**config.mk**
```make
export PLATFORM = sky130hd
export DESIGN_NAME = lvds_output_routing_config
export DESIGN_NICKNAME = d
export VERILOG_FILES = /design/src/core/lvds_routing_pkg.sv /design/src/core/lane_order_mux.sv /design/src/core/lvds_output_routing_config.sv
export VERILOG_INCLUDE_DIRS = /design/src /design/src/core
export SDC_FILE = /design/constraint.sdc
export NUM_CORES = 1
export LEC_CHECK = 0
export CAP_MARGIN = 10
export CORE_ASPECT_RATIO = 1.5
export CORE_MARGIN = 4
export CORE_UTILIZATION = 54
export DETAILED_ROUTE_END_ITERATION = 10
export DONT_BUFFER_PORTS = 1
export GPL_ROUTABILITY_DRIVEN = 0
export PLACE_DENSITY = 0.73
export SKIP_CTS_REPAIR_TIMING = 1
export SYNTH_ARGS = -nofsm -noshare
export SYNTH_HDL_FRONTEND = slang
export SYNTH_SLANG_ARGS = --single-unit
```
**constraint.sdc**
```tcl
create_clock -name clock -period 14.21 [get_ports clock]
set_input_delay 2.1315 -clock clock [delete_from_list [all_inputs] [get_ports clock]]
set_output_delay 2.1315 -clock clock [all_outputs]
set_load 0.05 [all_outputs]
```
**src/core/lvds_routing_defs.svh**
```systemverilog
/*
  Register indices, field positions, reset values and masks of the LVDS
  output routing and configuration block.
  Assumes inclusion by bare name; byte address is four times the index.
*/
`ifndef LVDS_ROUTING_DEFS_SVH
`define LVDS_ROUTING_DEFS_SVH

// ----------------------------------------------------------------------
// Register indices
// ----------------------------------------------------------------------
`define IDX_STREAM_CFG   8'h10
`define IDX_LINK_CFG     8'h18
`define IDX_ROUTE_TERM   8'h1a
`define IDX_CM_ADJUST    8'h1b
`define IDX_LINE_LOW     8'h20
`define IDX_LINE_HIGH    8'h21
`define IDX_VSIZE_LOW    8'h24
`define IDX_TEST_PAT     8'h3c
`define IDX_STATUS       8'h40

// ----------------------------------------------------------------------
// Field positions
// ----------------------------------------------------------------------
`define STREAM_LSB       5
`define LINK_SINGLE_BIT  4
`define SWAP_BIT         6
`define FLIP_A_BIT       5
`define FLIP_B_BIT       4
`define TERM_A_BIT       1
`define TERM_B_BIT       0
`define CM_A_LSB         4
`define CM_B_LSB         0
`define TEST_PAT_BIT     4

// ----------------------------------------------------------------------
// Reset values and writable masks
// ----------------------------------------------------------------------
`define RST_STREAM_CFG   8'h00
`define RST_LINK_CFG     8'h70
`define RST_ROUTE_TERM   8'h03
`define RST_CM_ADJUST    8'h00
`define RST_LINE         8'h00
`define RST_VSIZE        8'h00
`define RST_TEST_PAT     8'h00
`define MASK_STREAM_CFG  8'h60
`define MASK_ROUTE_TERM  8'h73
`define MASK_CM_ADJUST   8'h33
`define MASK_LINE_HIGH   8'h0f
`define MASK_TEST_PAT    8'h10

// ----------------------------------------------------------------------
// Lane layout
// ----------------------------------------------------------------------
`define LANE_W           7
`define LANE_COUNT       5
`define CLK_LANE_WORD    7'h63

`endif

```
**src/core/lvds_routing_pkg.sv**
```systemverilog
/*
  Types shared by the LVDS output routing block.
  Assumes nothing of its surroundings.
*/
`default_nettype none

package lvds_routing_pkg;

  typedef enum logic [1:0] {
    route_single     = 2'b00,
    route_dual       = 2'b01,
    route_two_stream = 2'b10
  } route_mode_t;

  typedef logic [6:0] lane_word_t;

endpackage

`default_nettype wire

```
**src/core/lane_order_mux.sv**
```systemverilog
/*
  Lane reordering for one LVDS channel, slots {clk,y3,y2,y1,y0}.
  Assumes the caller registers the result; the mux is combinational.
*/
`default_nettype none
`include "lvds_routing_defs.svh"

module lane_order_mux
  import lvds_routing_pkg::*;
(
  input  wire logic        flip,
  input  wire logic [34:0] lanes_in,
  output logic      [34:0] lanes_out
);

  // Flipped order: slot 0 with 3, slot 1 with the clock slot 4.
  function automatic int flip_slot(input int slot);
    case (slot)
      0:       flip_slot = 3;
      1:       flip_slot = 4;
      3:       flip_slot = 0;
      4:       flip_slot = 1;
      default: flip_slot = slot;
    endcase
  endfunction

  genvar g;
  generate
    for (g = 0; g < `LANE_COUNT; g = g + 1) begin : g_slot
      assign lanes_out[g*`LANE_W +: `LANE_W] = flip ?
        lanes_in[flip_slot(g)*`LANE_W +: `LANE_W] :
        lanes_in[g*`LANE_W +: `LANE_W];
    end
  endgenerate

endmodule // lane_order_mux

`default_nettype wire

```
**src/core/lvds_output_routing_config.sv**
```systemverilog
/*
  Output routing and configuration of a DSI to LVDS bridge: even/odd
  steering, stream swap, lane-order flip, termination and common-mode
  selects, active line length and test-pattern vertical size.
  Assumes an Avalon-MM master with waitrequest on the same clock and
  pixel words, already split into four 7-bit lanes, on the same clock.
*/
// Our own choice: the Avalon-MM register port.
`default_nettype none
`include "lvds_routing_defs.svh"

module lvds_output_routing_config
  import lvds_routing_pkg::*;
(
  input  wire logic        clock,
  input  wire logic        nrst,
  input  wire logic [9:0]  address,
  input  wire logic        read,
  input  wire logic        write,
  input  wire logic [3:0]  byteenable,
  input  wire logic [31:0] writedata,
  output logic      [31:0] readdata,
  output logic             waitrequest,
  input  wire logic        pix_valid,
  input  wire logic        pix_sol,
  input  wire logic [27:0] pix_a_data,
  input  wire logic [27:0] pix_b_data,
  output logic             lvds_a_enable,
  output logic             lvds_a_valid,
  output logic             lvds_a_eol,
  output logic      [34:0] lvds_a_lanes,
  output logic             lvds_b_enable,
  output logic             lvds_b_valid,
  output logic             lvds_b_eol,
  output logic      [34:0] lvds_b_lanes,
  output logic             termination_select_a,
  output logic             termination_select_b,
  output logic      [1:0]  common_mode_trim_a,
  output logic      [1:0]  common_mode_trim_b,
  output logic      [11:0] line_pixels,
  output logic      [7:0]  tp_frame_lines_low
);

  // --------------------------------------------------------------------
  // Reset release
  // --------------------------------------------------------------------
  logic rst_meta;
  logic rst_n;

  always_ff @(posedge clock or negedge nrst) begin
    if (!nrst) begin
      rst_meta <= 1'b0;
      rst_n    <= 1'b0;
    end else begin
      rst_meta <= 1'b1;
      rst_n    <= rst_meta;
    end
  end

  // --------------------------------------------------------------------
  // Avalon-MM slave
  // --------------------------------------------------------------------
  logic [7:0] stream_cfg;
  logic [7:0] link_cfg;
  logic [7:0] route_term;
  logic [7:0] cm_adjust;
  logic [7:0] line_pixels_low;
  logic [7:0] line_pixels_high;
  logic [7:0] frame_lines_low;
  logic [7:0] test_pat;
  logic [7:0] status;
  logic [7:0] reg_index;
  logic       wr_take;
  logic [7:0] wdata;

  assign reg_index = address[9:2];
  assign wdata     = writedata[7:0];
  assign wr_take   = write && !waitrequest && byteenable[0];

  // Each request is answered one cycle after it is first seen.
  always_ff @(posedge clock or negedge rst_n) begin
    if (!rst_n) begin
      waitrequest <= 1'b1;
    end else if (waitrequest) begin
      waitrequest <= !(read || write);
    end else begin
      waitrequest <= 1'b1;
    end
  end

  function automatic logic [7:0] read_mux(input logic [7:0] idx);
    if (idx == `IDX_STREAM_CFG) begin
      read_mux = stream_cfg;
    end else if (idx == `IDX_LINK_CFG) begin
      read_mux = link_cfg;
    end else if (idx == `IDX_ROUTE_TERM) begin
      read_mux = route_term;
    end else if (idx == `IDX_CM_ADJUST) begin
      read_mux = cm_adjust;
    end else if (idx == `IDX_LINE_LOW) begin
      read_mux = line_pixels_low;
    end else if (idx == `IDX_LINE_HIGH) begin
      read_mux = line_pixels_high;
    end else if (idx == `IDX_VSIZE_LOW) begin
      read_mux = frame_lines_low;
    end else if (idx == `IDX_TEST_PAT) begin
      read_mux = test_pat;
    end else if (idx == `IDX_STATUS) begin
      read_mux = status;
    end else begin
      read_mux = 8'h00;
    end
  endfunction

  always_ff @(posedge clock or negedge rst_n) begin
    if (!rst_n) begin
      readdata <= 32'h0000_0000;
    end else if (read && waitrequest) begin
      readdata <= {24'h00_0000, read_mux(reg_index)};
    end
  end

  // --------------------------------------------------------------------
  // Control registers
  // --------------------------------------------------------------------
  always_ff @(posedge clock or negedge rst_n) begin
    if (!rst_n) begin
      stream_cfg       <= `RST_STREAM_CFG;
      link_cfg         <= `RST_LINK_CFG;
      route_term       <= `RST_ROUTE_TERM;
      cm_adjust        <= `RST_CM_ADJUST;
      line_pixels_low  <= `RST_LINE;
      line_pixels_high <= `RST_LINE;
      frame_lines_low  <= `RST_VSIZE;
      test_pat         <= `RST_TEST_PAT;
    end else if (wr_take) begin
      if (reg_index == `IDX_STREAM_CFG) begin
        stream_cfg <= wdata & `MASK_STREAM_CFG;
      end else if (reg_index == `IDX_LINK_CFG) begin
        link_cfg <= wdata;
      end else if (reg_index == `IDX_ROUTE_TERM) begin
        route_term <= wdata & `MASK_ROUTE_TERM;
      end else if (reg_index == `IDX_CM_ADJUST) begin
        cm_adjust <= wdata & `MASK_CM_ADJUST;
      end else if (reg_index == `IDX_LINE_LOW) begin
        line_pixels_low <= wdata;
      end else if (reg_index == `IDX_LINE_HIGH) begin
        line_pixels_high <= wdata & `MASK_LINE_HIGH;
      end else if (reg_index == `IDX_VSIZE_LOW) begin
        frame_lines_low <= wdata;
      end else if (reg_index == `IDX_TEST_PAT) begin
        test_pat <= wdata & `MASK_TEST_PAT;
      end
    end
  end

  // --------------------------------------------------------------------
  // Mode decode
  // --------------------------------------------------------------------
  route_mode_t mode;
  logic        swap;
  logic        tp_on;
  logic [11:0] line_len;

  assign swap     = route_term[`SWAP_BIT];
  assign tp_on    = test_pat[`TEST_PAT_BIT];
  assign line_len = {line_pixels_high[3:0], line_pixels_low};

  always_comb begin
    if (link_cfg[`LINK_SINGLE_BIT]) begin
      mode = route_single;
    end else if (stream_cfg[6:5] == 2'b10) begin
      mode = route_two_stream;
    end else begin
      mode = route_dual;
    end
  end

  // --------------------------------------------------------------------
  // Pixel position within the line
  // --------------------------------------------------------------------
  logic [11:0] pix_count;
  logic        pix_even;
  logic        line_last;
  logic [11:0] count_base;

  // The first pixel of a line is pixel one, an odd pixel.
  assign count_base = pix_sol ? 12'h000 : pix_count;
  assign pix_even   = count_base[0];
  assign line_last  = (line_len != 12'h000) &&
                      (count_base == line_len - 12'h001);

  always_ff @(posedge clock or negedge rst_n) begin
    if (!rst_n) begin
      pix_count <= 12'h000;
    end else if (pix_valid) begin
      pix_count <= line_last ? 12'h000 : count_base + 12'h001;
    end else if (pix_sol) begin
      pix_count <= 12'h000;
    end
  end

  // --------------------------------------------------------------------
  // Channel steering
  // --------------------------------------------------------------------
  logic        to_a;
  logic        to_b;
  logic [27:0] a_src;
  logic [27:0] b_src;
  logic [34:0] a_flipped;
  logic [34:0] b_flipped;

  always_comb begin
    to_a  = 1'b0;
    to_b  = 1'b0;
    a_src = pix_a_data;
    b_src = pix_a_data;
    case (mode)
      route_single: begin
        to_a = pix_valid;
      end
      route_two_stream: begin
        to_a  = pix_valid;
        to_b  = pix_valid;
        a_src = swap ? pix_b_data : pix_a_data;
        b_src = swap ? pix_a_data : pix_b_data;
      end
      default: begin
        to_a = pix_valid && (pix_even == swap);
        to_b = pix_valid && (pix_even != swap);
      end
    endcase
  end

  lane_order_mux u_flip_a (
    .flip      (route_term[`FLIP_A_BIT]),
    .lanes_in  ({`CLK_LANE_WORD, a_src}),
    .lanes_out (a_flipped)
  );

  lane_order_mux u_flip_b (
    .flip      (route_term[`FLIP_B_BIT]),
    .lanes_in  ({`CLK_LANE_WORD, b_src}),
    .lanes_out (b_flipped)
  );

  // --------------------------------------------------------------------
  // Registered LVDS outputs
  // --------------------------------------------------------------------
  always_ff @(posedge clock or negedge rst_n) begin
    if (!rst_n) begin
      lvds_a_enable <= 1'b1;
      lvds_a_valid  <= 1'b0;
      lvds_a_eol    <= 1'b0;
      lvds_a_lanes  <= 35'h0_0000_0000;
    end else begin
      lvds_a_enable <= 1'b1;
      lvds_a_valid  <= to_a;
      lvds_a_eol    <= pix_valid && line_last;
      lvds_a_lanes  <= to_a ? a_flipped : 35'h0_0000_0000;
    end
  end

  always_ff @(posedge clock or negedge rst_n) begin
    if (!rst_n) begin
      lvds_b_enable <= 1'b0;
      lvds_b_valid  <= 1'b0;
      lvds_b_eol    <= 1'b0;
      lvds_b_lanes  <= 35'h0_0000_0000;
    end else begin
      lvds_b_enable <= (mode != route_single);
      lvds_b_valid  <= to_b;
      lvds_b_eol    <= pix_valid && line_last &&
                       (mode != route_single);
      lvds_b_lanes  <= to_b ? b_flipped : 35'h0_0000_0000;
    end
  end

  // --------------------------------------------------------------------
  // Analog selects and video fields
  // --------------------------------------------------------------------
  always_ff @(posedge clock or negedge rst_n) begin
    if (!rst_n) begin
      termination_select_a <= 1'b1;
      termination_select_b <= 1'b1;
      common_mode_trim_a   <= 2'b00;
      common_mode_trim_b   <= 2'b00;
    end else begin
      termination_select_a <= route_term[`TERM_A_BIT];
      termination_select_b <= route_term[`TERM_B_BIT];
      common_mode_trim_a   <= cm_adjust[`CM_A_LSB +: 2];
      common_mode_trim_b   <= cm_adjust[`CM_B_LSB +: 2];
    end
  end

  // The vertical size reaches the pattern generator only while it runs.
  always_ff @(posedge clock or negedge rst_n) begin
    if (!rst_n) begin
      line_pixels        <= 12'h000;
      tp_frame_lines_low <= 8'h00;
    end else begin
      line_pixels        <= line_len;
      tp_frame_lines_low <= tp_on ? frame_lines_low : 8'h00;
    end
  end

  assign status = {4'h0, tp_on, pix_count[0], mode};

  // --------------------------------------------------------------------
  // Assertions
  // --------------------------------------------------------------------
  a_odd_to_a: assert property (
    @(posedge clock) disable iff (!rst_n)
    (pix_valid && mode == route_dual && !swap && !pix_even)
      |=> (lvds_a_valid && !lvds_b_valid))
    else $error("odd pixel not on channel A");

  a_swap_odd_to_b: assert property (
    @(posedge clock) disable iff (!rst_n)
    (pix_valid && mode == route_dual && swap && !pix_even)
      |=> (lvds_b_valid && !lvds_a_valid))
    else $error("swapped odd pixel not on channel B");

  a_stream_swap: assert property (
    @(posedge clock) disable iff (!rst_n)
    (pix_valid && mode == route_two_stream && swap &&
     !route_term[`FLIP_A_BIT] && !route_term[`FLIP_B_BIT])
      |=> (lvds_a_lanes[27:0] == $past(pix_b_data) &&
           lvds_b_lanes[27:0] == $past(pix_a_data)))
    else $error("two-stream swap not applied");

  a_flip_a_lanes: assert property (
    @(posedge clock) disable iff (!rst_n)
    (to_a && route_term[`FLIP_A_BIT])
      |=> (lvds_a_lanes[6:0] == $past(a_src[27:21]) &&
           lvds_a_lanes[13:7] == `CLK_LANE_WORD &&
           lvds_a_lanes[27:21] == $past(a_src[6:0]) &&
           lvds_a_lanes[20:14] == $past(a_src[20:14]) &&
           lvds_a_lanes[34:28] == $past(a_src[13:7])))
    else $error("channel A lanes not flipped");

  a_flip_b_lanes: assert property (
    @(posedge clock) disable iff (!rst_n)
    (to_b && !route_term[`FLIP_B_BIT])
      |=> (lvds_b_lanes == {`CLK_LANE_WORD, $past(b_src)}))
    else $error("channel B lanes changed without flip");

  a_term_write: assert property (
    @(posedge clock) disable iff (!rst_n)
    (wr_take && reg_index == `IDX_ROUTE_TERM)
      |=> ##1 (termination_select_a == $past(wdata[1], 2) &&
               termination_select_b == $past(wdata[0], 2)))
    else $error("termination select not following write");

  a_cm_trim: assert property (
    @(posedge clock) disable iff (!rst_n)
    (wr_take && reg_index == `IDX_CM_ADJUST)
      |=> ##1 (common_mode_trim_a == $past(wdata[5:4], 2) &&
               common_mode_trim_b == $past(wdata[1:0], 2)))
    else $error("common-mode trim not following write");

  a_line_end: assert property (
    @(posedge clock) disable iff (!rst_n)
    (pix_valid && line_last) |=> (lvds_a_eol && pix_count == 12'h000))
    else $error("line end not marked at programmed length");

  a_eol_b_dual: assert property (
    @(posedge clock) disable iff (!rst_n)
    lvds_b_eol |-> ($past(mode) != route_single && lvds_a_eol))
    else $error("channel B line end outside dual-link");

  a_frame_gate: assert property (
    @(posedge clock) disable iff (!rst_n)
    (!tp_on) |=> (tp_frame_lines_low == 8'h00))
    else $error("vertical size leaked outside test pattern");

  a_single_b_off: assert property (
    @(posedge clock) disable iff (!rst_n)
    (link_cfg[`LINK_SINGLE_BIT]) |=> (!lvds_b_enable && !lvds_b_valid))
    else $error("channel B active in single-link");

  a_bus_answer: assert property (
    @(posedge clock) disable iff (!rst_n)
    ((read || write) && waitrequest) |=> !waitrequest ##1 waitrequest)
    else $error("bus answer not one cycle after request");

endmodule // lvds_output_routing_config

`default_nettype wire

```
; ---- After elaboration in Yosys (flattened, before gate mapping)
; Cells that the tools add are included.
[totals]
ff_bits = 164
in_bits = 108
output_inout_bits = 135
[classes]
add_sub_neg = 2
n_eq_ne = 14
n_mux = 32
n_bitwise = 7
n_reduce_logical = 23
[ops]
columns = op, n
row1 = $mux W28, 4
row2 = $mux W35, 2
row3 = $mux W8, 8
row4 = $mux W7, 8
row5 = $mux W12, 3
row6 = $eq A8 B5 Y1 const B, 4
row7 = $eq A8 B6 Y1 const B, 4
row8 = $add A12 B1 Y12 const B, 1
row9 = $eq A12 B12 Y1, 1
row10 = $reduce_bool A12 Y1, 1
row11 = $sub A12 B1 Y12 const B, 1
row12 = $reduce_and A9 Y1, 1
row13 = $eq A8 B7 Y1 const B, 1
row14 = $logic_and A1 B1 Y1, 8
row15 = $reduce_and A8 Y1, 1
row16 = $not A1 Y1, 7
row17 = $reduce_and A7 Y1, 1
row18 = $reduce_and A6 Y1, 1
row19 = $mux W5, 1
row20 = $reduce_and A5 Y1, 1
row21 = $eq A2 B2 Y1 const B, 2
row22 = $mux W2, 2
row23 = $mux W4, 1
row24 = $reduce_and A4 Y1, 1
row25 = 11 further kinds, 13

; ---- Logic depth before layout (Yosys ltp)
[logic_depth]
depth_word = 12
depth_mapped = 10
ltp_nobuf = 9

; ---- Modules after synthesis
; From an unflattened synthesis, not the netlist that was laid out.
[unflattened]
cells_unflattened = 725
hier_area_um2 = 8644.5
[by_module_without_submodules]
columns = mod, instances, cells_each, area_each_um2, seq_area_each_um2
row1 = lvds_output_routing_config, 1, 649, 7656.1, 4113.9
row2 = lane_order_mux, 2, 38, 494.2, 0.0

; ---- Least setup slack after synthesis
; Ideal clock, no wire load.
[synth_path]
path_type = in2reg
startpoint = in address[9]
endpoint = reg route_term[6]
setup_ns = 0.125
arrival_time_ns = 3.787
path_slack_ns = 10.298
cell_stages = 7
path_cell_list = or3b_4 nor3_1 and2_1 buf_2 nand2_1 nor4_4 mux2_2
[synth_between]
elab_chain_len = 3
[synth_rtl]
columns = element, line
row1 = start: declaration, lvds_output_routing_config.sv:17  ; input wire logic [9:0] address,
row2 = $eq A8 B5 Y1 (no line), n/a
row3 = $not A1 Y1 (no line), n/a
row4 = $reduce_and A4 Y1 (no line) *, n/a
row5 = end signal: assignment, lvds_output_routing_config.sv:130  ; route_term <= `RST_ROUTE_TERM;
row6 = end signal: assignment, lvds_output_routing_config.sv:142  ; route_term <= wdata & `MASK_ROUTE_TERM;
row7 = end: declaration, lvds_output_routing_config.sv:65  ; logic [7:0] route_term;
; Mark *: on every way between the ends. The rest lies on a longest branch, timed or not.
; A chain may end at the register's enable or synchronous reset.

; ---- Worst setup path after layout
; Ends and elaborated chain as after synthesis.

==> impl_metrics.csv <==
group,metric,value,unit
run_status,status,"finished, final reports clean",
floorplan,dieArea,16300,um2
drt,drt_pre_antenna_iters,5,
drt,vias,4963,
hold_path,hp-class,"register to asynchronous set/reset pin",
flow_run,cap_violations,0,
clock_tree,clk_pin_slew_worst_paths,0.07,ns
final_layout,post-route-util,59.9,%
global_route,grt_pass1_vias,5231,
sta,tightest_slew,1.11,ns
synthesis,ys_warn_count,0,
synthesis,async_reset_ff_share,100,%
sta,slew_headroom,26.2,%
synthesis,netlist_area,7700,um2
final_layout,final_common_cell,"dfrtp_1",
floorplan,rows,53,
drt,drt-initial-drc-count,214,
synthesis,ys_ff_latch,164,
power,power_density,129,nW/um2
final_layout,n_antenna_cell,0,
synthesis,synth-seq-area-share,53.4,%
drt,drtAntennaViolNets,0,
sta,fin_setup_tns,0,ns
floorplan,die_width,106,um
worst_setup_path,endpoint_kind,"register",
worst_setup_path,worst-r2r-cell-count,9,
global_route,antenna_found_initial,0,
clock_tree,insertion_delay,0.42,ns
clock_tree,tritoncts,"done",
power,combPwrFrac,6.0,%
sta,drv_slew,0,
worst_setup_path,arrival,4.08,ns
floorplan,io_pins,243,
worst_setup_path,r2r_start,"line_pixels_low[0]",
placement,port-buffer-count,0,
worst_setup_path,worstSetupPathType,"input pin to register",
sta,fin_crit,3.78,ns
power,ir_drop,0.0827,mV
global_route,track_usage,23.2,%
drt,routedWlPerCell,21.9,um
synthesis,yosysUniqueCellTypes,59,
global_route,overflow,0,
worst_setup_path,rrSetupSlack,11.75,ns
power,p_leak,3.79,nW
sta,setup_viol,0,
synthesis,syn_area_per_cell,11.9,um2
sta,clock_skew,0.00928,ns
sta,hold_viol,0,
clock_tree,clock-sinks,164,
clock_tree,cts_max_level,4,
power,switching_share,27.1,%
sta,rsz0062_at_grt,"false",
sta,fmax,0.265,GHz
final_layout,syn_to_final_growth,8.84,%
power,power_frac_seq,48.6,%
placement,dpl.hpwl,13.4,mm
final_layout,final_cell_mix,"dfrtp_1 (155), nand2_1 (64), a21oi_1 (43)",
floorplan,die_h,154,um
synthesis,synth_edf_count,0,
synthesis,ys_dominant_reg_cell,"dfrtp_1",
drt,wl,18.5,mm
drt,route.detailed.drc,0,
floorplan,coreArea,14000,um2
drt,vias_per_cell,5.88,
clock_tree,clockRootBuffer,"clkbuf_16",
worst_setup_path,reg2reg_to,"pix_count[1]",
sta,fin_crit_sh,26.6,%
global_route,grt_pass1_wl,29.2,mm
synthesis,synth_cells,646,
final_layout,drive_gt1_share,20.2,%
power,p_int,788,uW
floorplan,floorplan.initialDensity,55.0,%
clock_tree,cts_buffers,17,
power,power.clock.fraction,45.4,%
worst_setup_path,crit_path_start_kind,"input pin",
power,power.switching,292,uW
worst_setup_path,critPathMaxFanout,7,
final_layout,nNetsFinal,749,
global_route,grt_max_degree,71,
worst_setup_path,cp.required,14.51,ns
clock_tree,cts_buffer_depth,2,
==> worst max path at each step <==
stage                     startpoint             to  slack [ns]  depth (start not counted)
after floorplan                rst_n   cm_adjust[0]        9.32                          0
after global placement    address[9]  route_term[6]       10.05                          6
after detailed placement  address[9]  route_term[6]       10.06                          6
after CTS                 address[9]  route_term[6]       10.44                          6
after global routing      address[9]  route_term[6]       10.33                          6
final                     address[9]  route_term[6]       10.43                          6
==> power by group through the flow <==
stage / clock network [mW] / registers (mW) / logic [mW]
3_5_place_dp: 0 / 0.535 / 0.0649
4_1_cts: 0.500 / 0.526 / 0.0652
6_report: 0.490 / 0.526 / 0.0648
3_3_place_gp: 0 / 0.535 / 0.0631
5_1_grt: 0.525 / 0.527 / 0.0711
2_1_floorplan: 0 / 0.536 / 0.0584
==> kinds of logic after synthesis <==
kind of cell	after synthesis	synth area share (%)
xor+xnor	27	3.07
other cells	2	0.0975
buf+inv	70	5.18
flops	164	53.4
fa+ha+maj	2	0.325
simple gates	212	15.0
compound gates	81	6.27
mux	88	16.6
==> critical path, cell delays in order <==
cell	delay [ns]
or3b_4	0.42
nor3_1	0.32
and2_1	0.31
nand2_1	0.16
nor4_4	0.36
mux2_2	0.39
==> state kept, by name (all words and copies together), names as in the netlist, 2 cells and up <==
signal	flops
pix_count	12
common_mode_trim_a	2
line_pixels_low	8
common_mode_trim_b	2
tp_frame_lines_low	8
lvds_b_lanes	35
link_cfg	8
line_pixels	12
readdata	8
line_pixels_high	4
cm_adjust	4
stream_cfg	2
frame_lines_low	8
lvds_a_lanes	35
route_term	5
==> cell type report <==
cell class,instances,area (um2)
fillers,1101,5610
flip-flops and latches,164,4120
multi-input cells,436,3300
clock buffers,18,439
well taps,192,240
clock inverters,14,188
inverters,14,52.6
repair buffers,6,45.0
==> metrics by stage <==
| stage | hold slack, ns | instance area, um2 | power, mW | std cells | worst slack [ns] |
|---|---|---|---|---|---|
| after CTS | 0.287 | 8380 | 1.09 | 844 | 10.44 |
| after floorplan | 0.331 | 7790 | 0.594 | 670 | 9.32 |
| after global placement | 0.274 | 7750 | 0.598 | 812 | 10.05 |
| after global routing | 0.306 | 8380 | 1.12 | 844 | 10.33 |
| final | 0.265 | 8380 | 1.08 | 844 | 10.43 |
| after detailed placement | 0.282 | 7750 | 0.600 | 812 | 10.06 |
==> layer usage <==
| layer | track usage [%] | wire [um] | up-vias |
|---|---|---|---|
| met5 | 0 | 0 | - |
| met4 | 6.85 | 274 | 0 |
| met3 | 7.39 | 1510 | 20 |
| met2 | 42.7 | 10200 | 218 |
| met1 | 25.4 | 6480 | 2527 |
| li1 | - | - | 2198 |
==> cells in the mapped netlist (4+ instances only) <==
| library cell | instances | area share, % |
|---|---|---|
| dfrtp_1 | 156 | 51 |
| nand2_1 | 64 | 3.1 |
| a21oi_1 | 43 | 2.8 |
| nor2b_1 | 40 | 3.2 |
| mux2_2 | 39 | 5.7 |
| nor2_1 | 29 | 1.4 |
| mux4_2 | 28 | 8.2 |
| buf_4 | 27 | 2.6 |
| mux2i_1 | 21 | 2.7 |
| nor3_1 | 21 | 1.4 |
| clkbuf_1 | 17 | 0.83 |
| xnor2_1 | 16 | 1.8 |
| inv_1 | 14 | 0.68 |
| o21ai_0 | 13 | 0.84 |
| nand3_1 | 11 | 0.71 |
| xor2_1 | 11 | 1.3 |
| and2_1 | 9 | 0.73 |
| dfstp_2 | 8 | 2.7 |
| buf_2 | 6 | 0.39 |
| nand2b_1 | 5 | 0.41 |
| nand4_1 | 4 | 0.32 |
| or3_1 | 4 | 0.32 |
Power figures use the tool's default switching activity.
